[config.mk]
export PLATFORM = sky130hd
export DESIGN_NAME = sync_rx_bit_front_end
export DESIGN_NICKNAME = d
export VERILOG_FILES = /design/src/design/rx_front_pkg.sv /design/src/design/strobe_if.sv /design/src/design/rx_strobe_gen.sv /design/src/design/sync_rx_bit_front_end.sv
export SDC_FILE = /design/constraint.sdc
export NUM_CORES = 1
export LEC_CHECK = 0
export BUFFER_PORTS_ARGS = -buffer_cell sky130_fd_sc_hd__buf_2
export CAP_MARGIN = 15
export CORE_UTILIZATION = 55
export DETAILED_ROUTE_END_ITERATION = 10
export PLACE_DENSITY = 0.86
export SYNTH_ARGS = -nofsm -noshare
export SYNTH_HDL_FRONTEND = slang
export SYNTH_HIERARCHICAL = 1
export SYNTH_SLANG_ARGS = --single-unit
[constraint.sdc]
create_clock -name aclk -period 5.5 [get_ports aclk]
set_clock_uncertainty 0.05 [all_clocks]
set_input_delay 0.275 -clock aclk [delete_from_list [all_inputs] [get_ports aclk]]
set_output_delay 0.275 -clock aclk [all_outputs]
set_load 0.01 [all_outputs]
[src/design/rx_front_pkg.sv]
// Package for the receive bit front end: register map, fields, timing.
// Assumes a 50 MHz system clock and an AXI4-Lite register bus.
package rx_front_pkg;
    // Register byte offsets
    localparam logic [7:0] off_receiver_status = 8'h00;
    localparam logic [7:0] off_receive_data_buffer = 8'h04;
    localparam logic [7:0] off_transmitter_status = 8'h08;
    localparam logic [7:0] off_function_inputs = 8'h0c;
    localparam logic [7:0] off_irq_status = 8'h10;
    localparam logic [7:0] off_irq_mask = 8'h14;
    localparam logic [7:0] off_ones_status = 8'h18;
    // Receiver status fields
    localparam int bit_receiver_enable = 4;
    localparam int bit_receive_abort = 5;
    localparam int bit_receiver_active = 11;
    // Receive data buffer fields
    localparam int bit_start_of_message = 8;
    // Transmitter status fields
    localparam int bit_half_duplex = 3;
    localparam int bit_send = 4;
    localparam int bit_maint_data = 10;
    localparam int bit_maint_select_a = 11;
    localparam int bit_maint_step_clock = 13;
    // Function input fields (next values of the three flags)
    localparam int bit_next_frame = 0;
    localparam int bit_next_receiver_active = 1;
    localparam int bit_next_message_active = 2;
    // Interrupt event bits
    localparam int irq_stuffed_zero = 0;
    localparam int irq_flag_char = 1;
    localparam int irq_abort_char = 2;
    localparam int irq_width = 3;
    // Reset values
    localparam logic [15:0] reset_control = 16'h0000;
    localparam logic [2:0] reset_mask = 3'h0;
    // Ones counts that mark stuffed zero, flag and abort
    localparam logic [3:0] ones_stuffed = 4'h5;
    localparam logic [3:0] ones_flag = 4'h6;
    localparam logic [3:0] ones_abort = 4'h8;
    // Strobe timing
    localparam int clk_period_ns = 20;
    localparam int strobe_ns = 250;
    localparam int delayed_strobe_ns = 70;
    localparam int strobe_cycles = strobe_ns / clk_period_ns;
    localparam int delayed_cycles = delayed_strobe_ns / clk_period_ns;
    localparam int strobe_total = strobe_cycles + delayed_cycles;
endpackage

[src/design/strobe_if.sv]
// Interface carrying per-bit strobes from the strobe generator.
// Assumes both ends run on the same system clock.
`timescale 1ns/1ns
interface strobe_if;
    logic bit_on_strobe;
    logic bit_off_strobe;
    logic delayed_bit_on_strobe;
    logic late_end_of_bit_strobe;
    logic sampled_clock;
    modport source (output bit_on_strobe, output bit_off_strobe,
        output delayed_bit_on_strobe, output late_end_of_bit_strobe,
        output sampled_clock);
    modport sink (input bit_on_strobe, input bit_off_strobe,
        input delayed_bit_on_strobe, input late_end_of_bit_strobe,
        input sampled_clock);
endinterface

[src/design/rx_strobe_gen.sv]
// Derives bit strobes from the selected receive clock.
// Assumes a raw clock level already synchronised to aclk.
`timescale 1ns/1ns
module rx_strobe_gen (
    input wire logic aclk, // System clock
    input wire logic aresetn, // Synchronous reset, low
    input wire logic rx_clock_sync, // Synchronised selected clock
    strobe_if.source strobes // Strobe outputs
);
    typedef struct packed {
        logic prev;
        logic rising;
        logic [4:0] count;
    } gen_state_t;
    gen_state_t s_reg;
    gen_state_t s_next;

    // Edge detect and timed windows, single-cycle enables out
    always_comb begin
        s_next = s_reg;
        s_next.prev = rx_clock_sync;
        if (s_reg.count != 5'h00) begin
            s_next.count = s_reg.count - 5'h01;
        end
        if (rx_clock_sync != s_reg.prev) begin
            s_next.rising = rx_clock_sync;
            s_next.count = 5'(rx_front_pkg::strobe_total);
        end
    end

    always_ff @(posedge aclk) begin
        if (!aresetn) begin
            s_reg <= '0;
        end else begin
            s_reg <= s_next;
        end
    end

    // First strobe at the edge; delayed strobe 12 cycles (240 ns) later, as 250 ns truncates to whole cycles
    logic first_pulse;
    logic delayed_pulse;
    assign first_pulse = (s_reg.count == 5'(rx_front_pkg::strobe_total));
    assign delayed_pulse = (s_reg.count == 5'(rx_front_pkg::delayed_cycles));
    assign strobes.bit_on_strobe = first_pulse && s_reg.rising;
    assign strobes.bit_off_strobe = first_pulse && !s_reg.rising;
    assign strobes.delayed_bit_on_strobe =
        delayed_pulse && s_reg.rising;
    assign strobes.late_end_of_bit_strobe =
        delayed_pulse && !s_reg.rising;
    assign strobes.sampled_clock = s_reg.prev;
endmodule

[src/design/sync_rx_bit_front_end.sv]
// Receive bit front end of a bit-synchronous line interface.
// Assumes AXI4-Lite master on aclk; modem pins are asynchronous.
// Function
// - Latch three control flags on late strobe
// - Message flag drives start-of-message buffer bit
// - Receiver-active flag readable at status bit 11
// - Maintenance select A picks maintenance clock
// - Half duplex while sending blocks modem clock
// - Clock edges make 250 ns on/off strobes
// - Expiry makes 70 ns delayed strobe pair
// - Ones counter clears on zero at late strobe
// - Detect stuffed zero, flag, abort from count
// - Counter held until first zero sets latch
// - Enable latch holds until receiver clear
// - Latch and counter sample data on bit-on
// - Mark is one, idle line is marks
// - Serial input from line or maintenance OR transmit
// - Receiver clear while disabled or aborting
//
// The implementer's own choices: the AXI4-Lite register port and the address map.
`timescale 1ns/1ns
module sync_rx_bit_front_end (
    input wire logic aclk, // System clock
    input wire logic aresetn, // Synchronous reset, low
    input wire logic [7:0] s_axi_awaddr, // Write address
    input wire logic s_axi_awvalid, // Write address valid
    output logic s_axi_awready, // Write address ready
    input wire logic [31:0] s_axi_wdata, // Write data
    input wire logic [3:0] s_axi_wstrb, // Write strobes
    input wire logic s_axi_wvalid, // Write data valid
    output logic s_axi_wready, // Write data ready
    output logic [1:0] s_axi_bresp, // Write response
    output logic s_axi_bvalid, // Write response valid
    input wire logic s_axi_bready, // Write response ready
    input wire logic [7:0] s_axi_araddr, // Read address
    input wire logic s_axi_arvalid, // Read address valid
    output logic s_axi_arready, // Read address ready
    output logic [31:0] s_axi_rdata, // Read data
    output logic [1:0] s_axi_rresp, // Read response
    output logic s_axi_rvalid, // Read data valid
    input wire logic s_axi_rready, // Read data ready
    input wire logic modem_receive_clock, // Modem clock pin
    input wire logic modem_receive_data, // Modem data pin, mark high
    input wire logic internal_transmit_data, // Transmit serial bit
    output logic receiver_clear, // Clears downstream receive logic
    output logic [7:0] ones_run_counter, // Consecutive ones count
    output logic frame_flag, // Frame control flag
    output logic message_active_flag, // Message active flag
    output logic stuffed_zero_seen, // Five ones detected
    output logic flag_char_seen, // Six ones detected
    output logic abort_char_seen, // Eight or more ones detected
    output logic irq // Level interrupt
);
    ////////////////////////////////////////////////////////////////
    // State
    typedef enum logic [1:0] {
        bus_idle = 2'b00,
        bus_write_resp = 2'b01,
        bus_read_resp = 2'b10
    } bus_state_t;

    typedef struct packed {
        bus_state_t bus;
        logic aw_held;
        logic w_held;
        logic [7:0] aw_addr;
        logic [31:0] w_data;
        logic [3:0] w_strb;
        logic [1:0] resp;
        logic [31:0] rdata;
        logic [15:0] receiver_status_reg;
        logic [15:0] transmitter_status_reg;
        logic [2:0] function_inputs;
        logic frame_flag;
        logic receiver_active_flag;
        logic message_active_flag;
        logic rx_start_of_message;
        logic ones_counter_enable_latch;
        logic [7:0] ones_run_counter;
        logic [2:0] irq_status;
        logic [2:0] irq_mask;
        logic [1:0] clk_sync;
        logic [1:0] data_sync;
    } front_state_t;

    front_state_t s_reg;
    front_state_t s_next;
    strobe_if strobes ();

    ////////////////////////////////////////////////////////////////
    // Clock and data selection
    logic half_duplex_select;
    logic send_bit;
    logic maint_select_a;
    logic maintenance_serial_in;
    logic maintenance_clock;
    logic selected_clock;
    logic rx_serial_in;
    logic receiver_enable_bit;
    logic receive_abort_bit;

    assign half_duplex_select =
        s_reg.transmitter_status_reg[rx_front_pkg::bit_half_duplex];
    assign send_bit = s_reg.transmitter_status_reg[rx_front_pkg::bit_send];
    assign maint_select_a =
        s_reg.transmitter_status_reg[rx_front_pkg::bit_maint_select_a];
    assign maintenance_serial_in =
        s_reg.transmitter_status_reg[rx_front_pkg::bit_maint_data];
    assign maintenance_clock =
        s_reg.transmitter_status_reg[rx_front_pkg::bit_maint_step_clock];
    assign receiver_enable_bit =
        s_reg.receiver_status_reg[rx_front_pkg::bit_receiver_enable];
    assign receive_abort_bit =
        s_reg.receiver_status_reg[rx_front_pkg::bit_receive_abort];

    // Pick the clock; block modem clock while sending half duplex
    assign selected_clock = maint_select_a ? maintenance_clock
        : (s_reg.clk_sync[1] & ~(half_duplex_select & send_bit));
    // Serial input: line data, or maintenance bit OR transmit data
    assign rx_serial_in = maint_select_a
        ? (maintenance_serial_in | internal_transmit_data)
        : s_reg.data_sync[1];
    // Receiver clear while disabled or aborting
    assign receiver_clear = ~receiver_enable_bit | receive_abort_bit;

    rx_strobe_gen rx_strobe_gen_inst (
        .aclk(aclk),
        .aresetn(aresetn),
        .rx_clock_sync(selected_clock),
        .strobes(strobes)
    );

    ////////////////////////////////////////////////////////////////
    // Ones run decode
    logic [2:0] events;
    always_comb begin
        events = '0;
        events[rx_front_pkg::irq_stuffed_zero] =
            (s_reg.ones_run_counter == 8'(rx_front_pkg::ones_stuffed));
        events[rx_front_pkg::irq_flag_char] =
            (s_reg.ones_run_counter == 8'(rx_front_pkg::ones_flag));
        events[rx_front_pkg::irq_abort_char] =
            (s_reg.ones_run_counter >= 8'(rx_front_pkg::ones_abort));
    end
    // Bit-on strobe marks a new detection for the interrupt
    logic count_step;
    assign count_step = strobes.bit_on_strobe;

    ////////////////////////////////////////////////////////////////
    // Bus decode
    logic aw_take;
    logic w_take;
    logic ar_take;
    logic [31:0] read_word;
    logic read_hit;
    assign s_axi_awready = (s_reg.bus == bus_idle) && !s_reg.aw_held;
    assign s_axi_wready = (s_reg.bus == bus_idle) && !s_reg.w_held;
    assign s_axi_arready = (s_reg.bus == bus_idle) && !s_axi_awvalid
        && !s_reg.aw_held && !s_reg.w_held;
    assign aw_take = s_axi_awvalid && s_axi_awready;
    assign w_take = s_axi_wvalid && s_axi_wready;
    assign ar_take = s_axi_arvalid && s_axi_arready;

    // Read multiplexer
    always_comb begin
        read_word = '0;
        read_hit = 1'b1;
        case (s_axi_araddr)
            rx_front_pkg::off_receiver_status: begin
                read_word[15:0] = s_reg.receiver_status_reg;
                read_word[rx_front_pkg::bit_receiver_active] =
                    s_reg.receiver_active_flag;
            end
            rx_front_pkg::off_receive_data_buffer: begin
                read_word[rx_front_pkg::bit_start_of_message] =
                    s_reg.rx_start_of_message;
            end
            rx_front_pkg::off_transmitter_status: begin
                read_word[15:0] = s_reg.transmitter_status_reg;
            end
            rx_front_pkg::off_function_inputs: begin
                read_word[2:0] = s_reg.function_inputs;
            end
            rx_front_pkg::off_irq_status: read_word[2:0] = s_reg.irq_status;
            rx_front_pkg::off_irq_mask: read_word[2:0] = s_reg.irq_mask;
            rx_front_pkg::off_ones_status: begin
                read_word[7:0] = s_reg.ones_run_counter;
                read_word[8] = s_reg.ones_counter_enable_latch;
                read_word[9] = s_reg.frame_flag;
                read_word[10] = s_reg.message_active_flag;
            end
            default: read_hit = 1'b0;
        endcase
    end

    ////////////////////////////////////////////////////////////////
    // Next state
    always_comb begin
        logic [15:0] wmask;
        logic write_now;
        logic [2:0] new_events;
        wmask = {{8{s_reg.w_strb[1]}}, {8{s_reg.w_strb[0]}}};
        write_now = 1'b0;
        new_events = '0;
        s_next = s_reg;
        s_next.clk_sync = {s_reg.clk_sync[0], modem_receive_clock};
        s_next.data_sync = {s_reg.data_sync[0], modem_receive_data};

        // Bus channels
        if (aw_take) begin
            s_next.aw_held = 1'b1;
            s_next.aw_addr = s_axi_awaddr;
        end
        if (w_take) begin
            s_next.w_held = 1'b1;
            s_next.w_data = s_axi_wdata;
            s_next.w_strb = s_axi_wstrb;
        end
        case (s_reg.bus)
            bus_idle: begin
                if (s_reg.aw_held && s_reg.w_held) begin
                    write_now = 1'b1;
                    s_next.aw_held = 1'b0;
                    s_next.w_held = 1'b0;
                    s_next.bus = bus_write_resp;
                    s_next.resp = 2'b00;
                end else if (ar_take) begin
                    s_next.rdata = read_word;
                    s_next.resp = read_hit ? 2'b00 : 2'b10;
                    s_next.bus = bus_read_resp;
                end
            end
            bus_write_resp: if (s_axi_bready) s_next.bus = bus_idle;
            bus_read_resp: if (s_axi_rready) s_next.bus = bus_idle;
            default: s_next.bus = bus_idle;
        endcase

        // Register writes
        if (write_now) begin
            case (s_reg.aw_addr)
                rx_front_pkg::off_receiver_status:
                    s_next.receiver_status_reg =
                        (s_reg.receiver_status_reg & ~wmask)
                        | (s_reg.w_data[15:0] & wmask);
                rx_front_pkg::off_transmitter_status:
                    s_next.transmitter_status_reg =
                        (s_reg.transmitter_status_reg & ~wmask)
                        | (s_reg.w_data[15:0] & wmask);
                rx_front_pkg::off_function_inputs:
                    if (s_reg.w_strb[0]) s_next.function_inputs =
                        s_reg.w_data[2:0];
                rx_front_pkg::off_irq_mask:
                    if (s_reg.w_strb[0]) s_next.irq_mask = s_reg.w_data[2:0];
                default: s_next.resp = 2'b10;
            endcase
        end

        // Control flags latched once per bit on the late strobe
        if (strobes.late_end_of_bit_strobe) begin
            s_next.frame_flag =
                s_reg.function_inputs[rx_front_pkg::bit_next_frame];
            s_next.receiver_active_flag =
                s_reg.function_inputs[rx_front_pkg::bit_next_receiver_active];
            s_next.message_active_flag =
                s_reg.function_inputs[rx_front_pkg::bit_next_message_active];
        end
        s_next.rx_start_of_message = s_reg.message_active_flag;

        // Enable latch and ones counter sample on bit-on
        if (strobes.bit_on_strobe) begin
            if (!rx_serial_in) begin
                s_next.ones_counter_enable_latch = 1'b1;
            end
            if (s_reg.ones_counter_enable_latch && rx_serial_in) begin
                if (s_reg.ones_run_counter != 8'hff) begin
                    s_next.ones_run_counter =
                        s_reg.ones_run_counter + 8'h01;
                end
            end
        end
        // Zero present at late strobe clears the run
        if (strobes.late_end_of_bit_strobe && !rx_serial_in) begin
            s_next.ones_run_counter = '0;
        end
        if (!s_reg.ones_counter_enable_latch) begin
            s_next.ones_run_counter = '0;
        end
        if (receiver_clear) begin
            s_next.ones_counter_enable_latch = 1'b0;
            s_next.ones_run_counter = '0;
        end

        // Sticky events; a read clears but a new event wins
        new_events = (count_step && s_reg.ones_counter_enable_latch)
            ? events : 3'h0;
        if (ar_take && s_reg.bus == bus_idle && !(s_reg.aw_held
            && s_reg.w_held) && s_axi_araddr == rx_front_pkg::off_irq_status)
        begin
            s_next.irq_status = new_events;
        end else begin
            s_next.irq_status = s_reg.irq_status | new_events;
        end
    end

    ////////////////////////////////////////////////////////////////
    // Registers
    always_ff @(posedge aclk) begin
        if (!aresetn) begin
            s_reg <= '0;
            s_reg.bus <= bus_idle;
            s_reg.receiver_status_reg <= rx_front_pkg::reset_control;
            s_reg.transmitter_status_reg <= rx_front_pkg::reset_control;
            s_reg.irq_mask <= rx_front_pkg::reset_mask;
        end else begin
            s_reg <= s_next;
        end
    end

    ////////////////////////////////////////////////////////////////
    // Outputs
    assign s_axi_bvalid = (s_reg.bus == bus_write_resp);
    assign s_axi_bresp = s_reg.resp;
    assign s_axi_rvalid = (s_reg.bus == bus_read_resp);
    assign s_axi_rresp = s_reg.resp;
    assign s_axi_rdata = s_reg.rdata;
    assign ones_run_counter = s_reg.ones_run_counter;
    assign frame_flag = s_reg.frame_flag;
    assign message_active_flag = s_reg.message_active_flag;
    assign stuffed_zero_seen = events[rx_front_pkg::irq_stuffed_zero];
    assign flag_char_seen = events[rx_front_pkg::irq_flag_char];
    assign abort_char_seen = events[rx_front_pkg::irq_abort_char];
    assign irq = |(s_reg.irq_status & s_reg.irq_mask);
endmodule

## Word level (Yosys, flattened, before mapping)

Index checks and enable logic that the tools add are counted.
Widths: inputs -> output; s select.

- Magnitude comparators: 1
- Bitwise gates (word level): 18
- Multiplexer cells: 30
- Eq/ne operators: 20
- Reduce and logical (&&, ||, !) cells: 42
- $add $sub $neg: 2

Operators with widths:

| kind | number |
|---|---|
| $mux 34 | 2 |
| $and 16x16->16 | 3 |
| $eq 8x4->1 const B | 4 |
| $eq 8x5->1 const B | 4 |
| $mux 32 | 1 |
| $or 16x16->16 | 2 |
| $eq 8x3->1 const B | 3 |
| $mux 2 | 10 |
| $pmux 3 s6 | 1 |
| $logic_and 1x1->1 | 17 |
| $logic_not 8->1 | 2 |
| $not 16->16 | 1 |
| $pmux 5 s3 | 1 |
| $reduce_and 3->1 | 5 |
| $pmux 2 s3 | 2 |
| $pmux 5 s2 | 1 |
| $add 8x1->8 const B | 1 |
| $ge 8x4->1 const B | 1 |
| $mux 4 | 2 |
| $ne 8x8->1 const B | 1 |
| $reduce_or 4->1 | 2 |
| $mux 1 | 7 |
| $reduce_or 7->1 | 1 |
| $logic_not 1->1 | 6 |
| other kinds (21) | 33 |

- Bits in registers: 113

## Logic depth before layout (Yosys ltp)

- Depth after elaboration: 10
- Mapped depth: 8
- Mapped depth without buffers: 7

## By module

Netlist, hierarchy kept.

Modules (own cells, without submodules):

| module | area each (µm²) | sequential area each (µm²) | instances | cells each |
|---|---|---|---|---|
| sync_rx_bit_front_end | 4837.1 | 2102.0 | 1 | 536 |
| rx_strobe_gen | 362.8 | 140.1 | 1 | 38 |

## Worst setup path before layout

No wires, ideal clock.

- Path kind: register -> register
- From: reg rx_strobe_gen_inst/s_reg[0] in the netlist's numbering
- To: reg s_reg (netlist bit ones_run_counter[5])
- Setup slack: 3.456 ns
- Stages on the path, launching flop included: 9
- Path buffers: 1
- Arrival: 1.924 ns
- Path through: dfxtp_1 ha_1 nor2b_1 nand3_1 nor2_1 o2111ai_1 clkbuf_1 or4_1 a21oi_1

- Elaborated cells on any way between the ends: 7
- Those cells by class: eq/ne: 2; reduce/logical: 5

RTL lines:

| element | line | RTL |
|---|---|---|
| start, declared | rx_strobe_gen.sv:15 | `gen_state_t s_reg;` |
| start signal, assigned | rx_strobe_gen.sv:35 | `s_reg <= s_next;` |
| $eq 5x4->1 | rx_strobe_gen.sv:42 | `assign first_pulse = (s_reg.count == 5'(rx_front_pkg::strobe_total));` |
| $logic_and 1x1->1 | rx_strobe_gen.sv:44 | `assign strobes.bit_on_strobe = first_pulse && s_reg.rising;` |
| named net count_step | sync_rx_bit_front_end.sv:146 | `logic count_step;` |
| $reduce_and 3->1 (no line) | - |  |
| end signal, assigned | sync_rx_bit_front_end.sv:315 | `s_reg <= s_next;` |
| end, declared | sync_rx_bit_front_end.sv:86 | `front_state_t s_reg;` |

The timed path passes the listed nets, and every way through them passes these cells.
A chain may end at the register's enable or synchronous reset.

## Worst setup path in the final report

- From: reg rx_strobe_gen_inst/s_reg[0] in the netlist's numbering
- To: reg s_reg (netlist bit ones_run_counter[3])

The elaborated chain is that of the path after synthesis.

==> run summary <==
IR drop worst, VDD = 0.000169 V
Inst Count DP = 714
reg2reg setup slack = 3.05 ns
Post-CTS Setup Repair Bufs = 0
ANT cells = 0
CTS clock-pin slew for the worst setup and hold paths = 0.10 ns
FF-to-FF Start = rx_strobe_gen_inst/s_reg[0]
average footprint of a synthesized cell = 9.07 sq um
hold path start = modem_receive_clock
filler instances = 793
Mapped Cells = 572
total core area = 9200 sq um
count of non-filler cells in the finished layout = 729
# H-tree levels = 3
YS warnings = 6
CTS resizes = 0
antenna-violating nets left = 0
Die H = 99.1 microns
CP Class = flip-flop to flip-flop
reg2reg path depth = 7
cts bufs inserted = 9
Power Density = 295 nW/um^2
DIE AREA = 9830 sq um
I/O pin count = 118
CTS tree = built
Worst Setup End Kind = flip-flop
initial antenna violation count = 0
vias in the first global route = 4,034
global-route wire length before repair = 19.5 mm
hold path endpoint = s_next[3]
GPL Wtd Cong = 0.838
Max FO, Critical Path = 13
post-route cell area = 5600 sq um
cell area after placement = 5380 sq um
setup ws final = 3.05 ns
Worst Path Arrival = 2.69 ns
layout cells sized above 1 = 18.3%
die width = 99.1 microns
CTS Sinks = 112
Initial Util = 56.4%
Tot GR Track Use = 25.0%
fmax = 409 MHz
HP Class = primary input to flip-flop
largest net degree at the start of global routing = 42
initial DRC count = 237
GRT overflow = 0
# hold bufs at CTS = 0
period utilization = 44.5%
commonest non-fill, non-tap cell in the layout = dfxtp_1
most frequent cells in the layout = dfxtp_1, buf_2, nand2_1
Final nets = 682
max cap viols = 0
Mapped Area = 5190 sq um
DR pass1 iterations = 6
total routed wirelength = 11.9 mm
CP startpoint kind = flip-flop
Place WS = 3.13 ns
worst slew pin tran = 0.940 ns
clk_lat worst skew = 0.36 ns
Core Rows = 35
setup TNS = 0 ns
Avg Vias per Cell = 5.93
Critical Path RT = 5.74 ns
vias = 4,325
CTS root buf = clkbuf_8
leak pwr = 2.37 nW
WL per Instance = 16.3 microns
Hold Crit Depth = 2
register area = 2240 sq um
area of the multi-input gates = 2530 sq um
final setup violation count = 0
max_slew headroom = 37.2%
pins over their slew limit = 0
Hold WS = 0.0612 ns
unrepaired setup endpoints after global routing = false
CTS Buffer Depth = 2
Syn-to-layout area delta = 7.91%
IO buf count = 83
Fin. Hold Viols = 0
DRC = 0
worst flop-to-flop path endpoint = ones_run_counter[3]
Detailed Place HPWL = 8.49 mm
Final min period = 2.45 ns
outcome = completed
critical path: stages (launching register included):
cell and delay (ns):
dfxtp_1 0.40, ha_1 0.16, nor2b_1 0.17, nand3_1 0.09, nor2_1 0.20, o2111ai_1 0.49
or4_1 0.67, a21oi_1 0.15
per-stage QoR:
stage	power (mW)	util, %
6_report	1.65	60.9
5_1_grt	1.72	60.9
4_1_cts	1.66	60.9
3_5_place_dp	1.13	58.5
3_3_place_gp	1.11	58.5
2_1_floorplan	1.08	-
worst max path at each step:
| stage | from | to | depth (start not counted) |
|---|---|---|---|
| floorplan | rx_strobe_gen_inst/s_reg[0] | ones_run_counter[5] | 8 |
| global placement | rx_strobe_gen_inst/s_reg[0] | ones_run_counter[7] | 7 |
| detailed placement | rx_strobe_gen_inst/s_reg[0] | ones_run_counter[3] | 7 |
| CTS | rx_strobe_gen_inst/s_reg[0] | ones_run_counter[3] | 7 |
| global route | rx_strobe_gen_inst/s_reg[0] | ones_run_counter[3] | 7 |
| finish | rx_strobe_gen_inst/s_reg[0] | ones_run_counter[3] | 7 |
metal layers:
layer,GRT usage (%),vias up,routed length [microns]
met3,4.92,29,735
met2,40.6,170,5620
met5,0,-,0
met1,33.0,2074,5270
li1,-,2052,-
met4,9.73,0,267
power by group:
group	total, mW	internal, mW	switching [mW]
combinational	0.229	0.0978	0.131
sequential	0.889	0.847	0.0417
clock	0.537	0.270	0.267
total	1.65	1.21	0.440
layout make-up:
type                    count  area share (%)
multi-input cells         394            45.2
flip-flops and latches    112            40.0
repair buffers             84            7.55
clock buffers              11            2.52
well taps                 111            2.48
clock inverters             4            1.39
inverters                  13           0.871
Power figures use the tool's default switching activity.
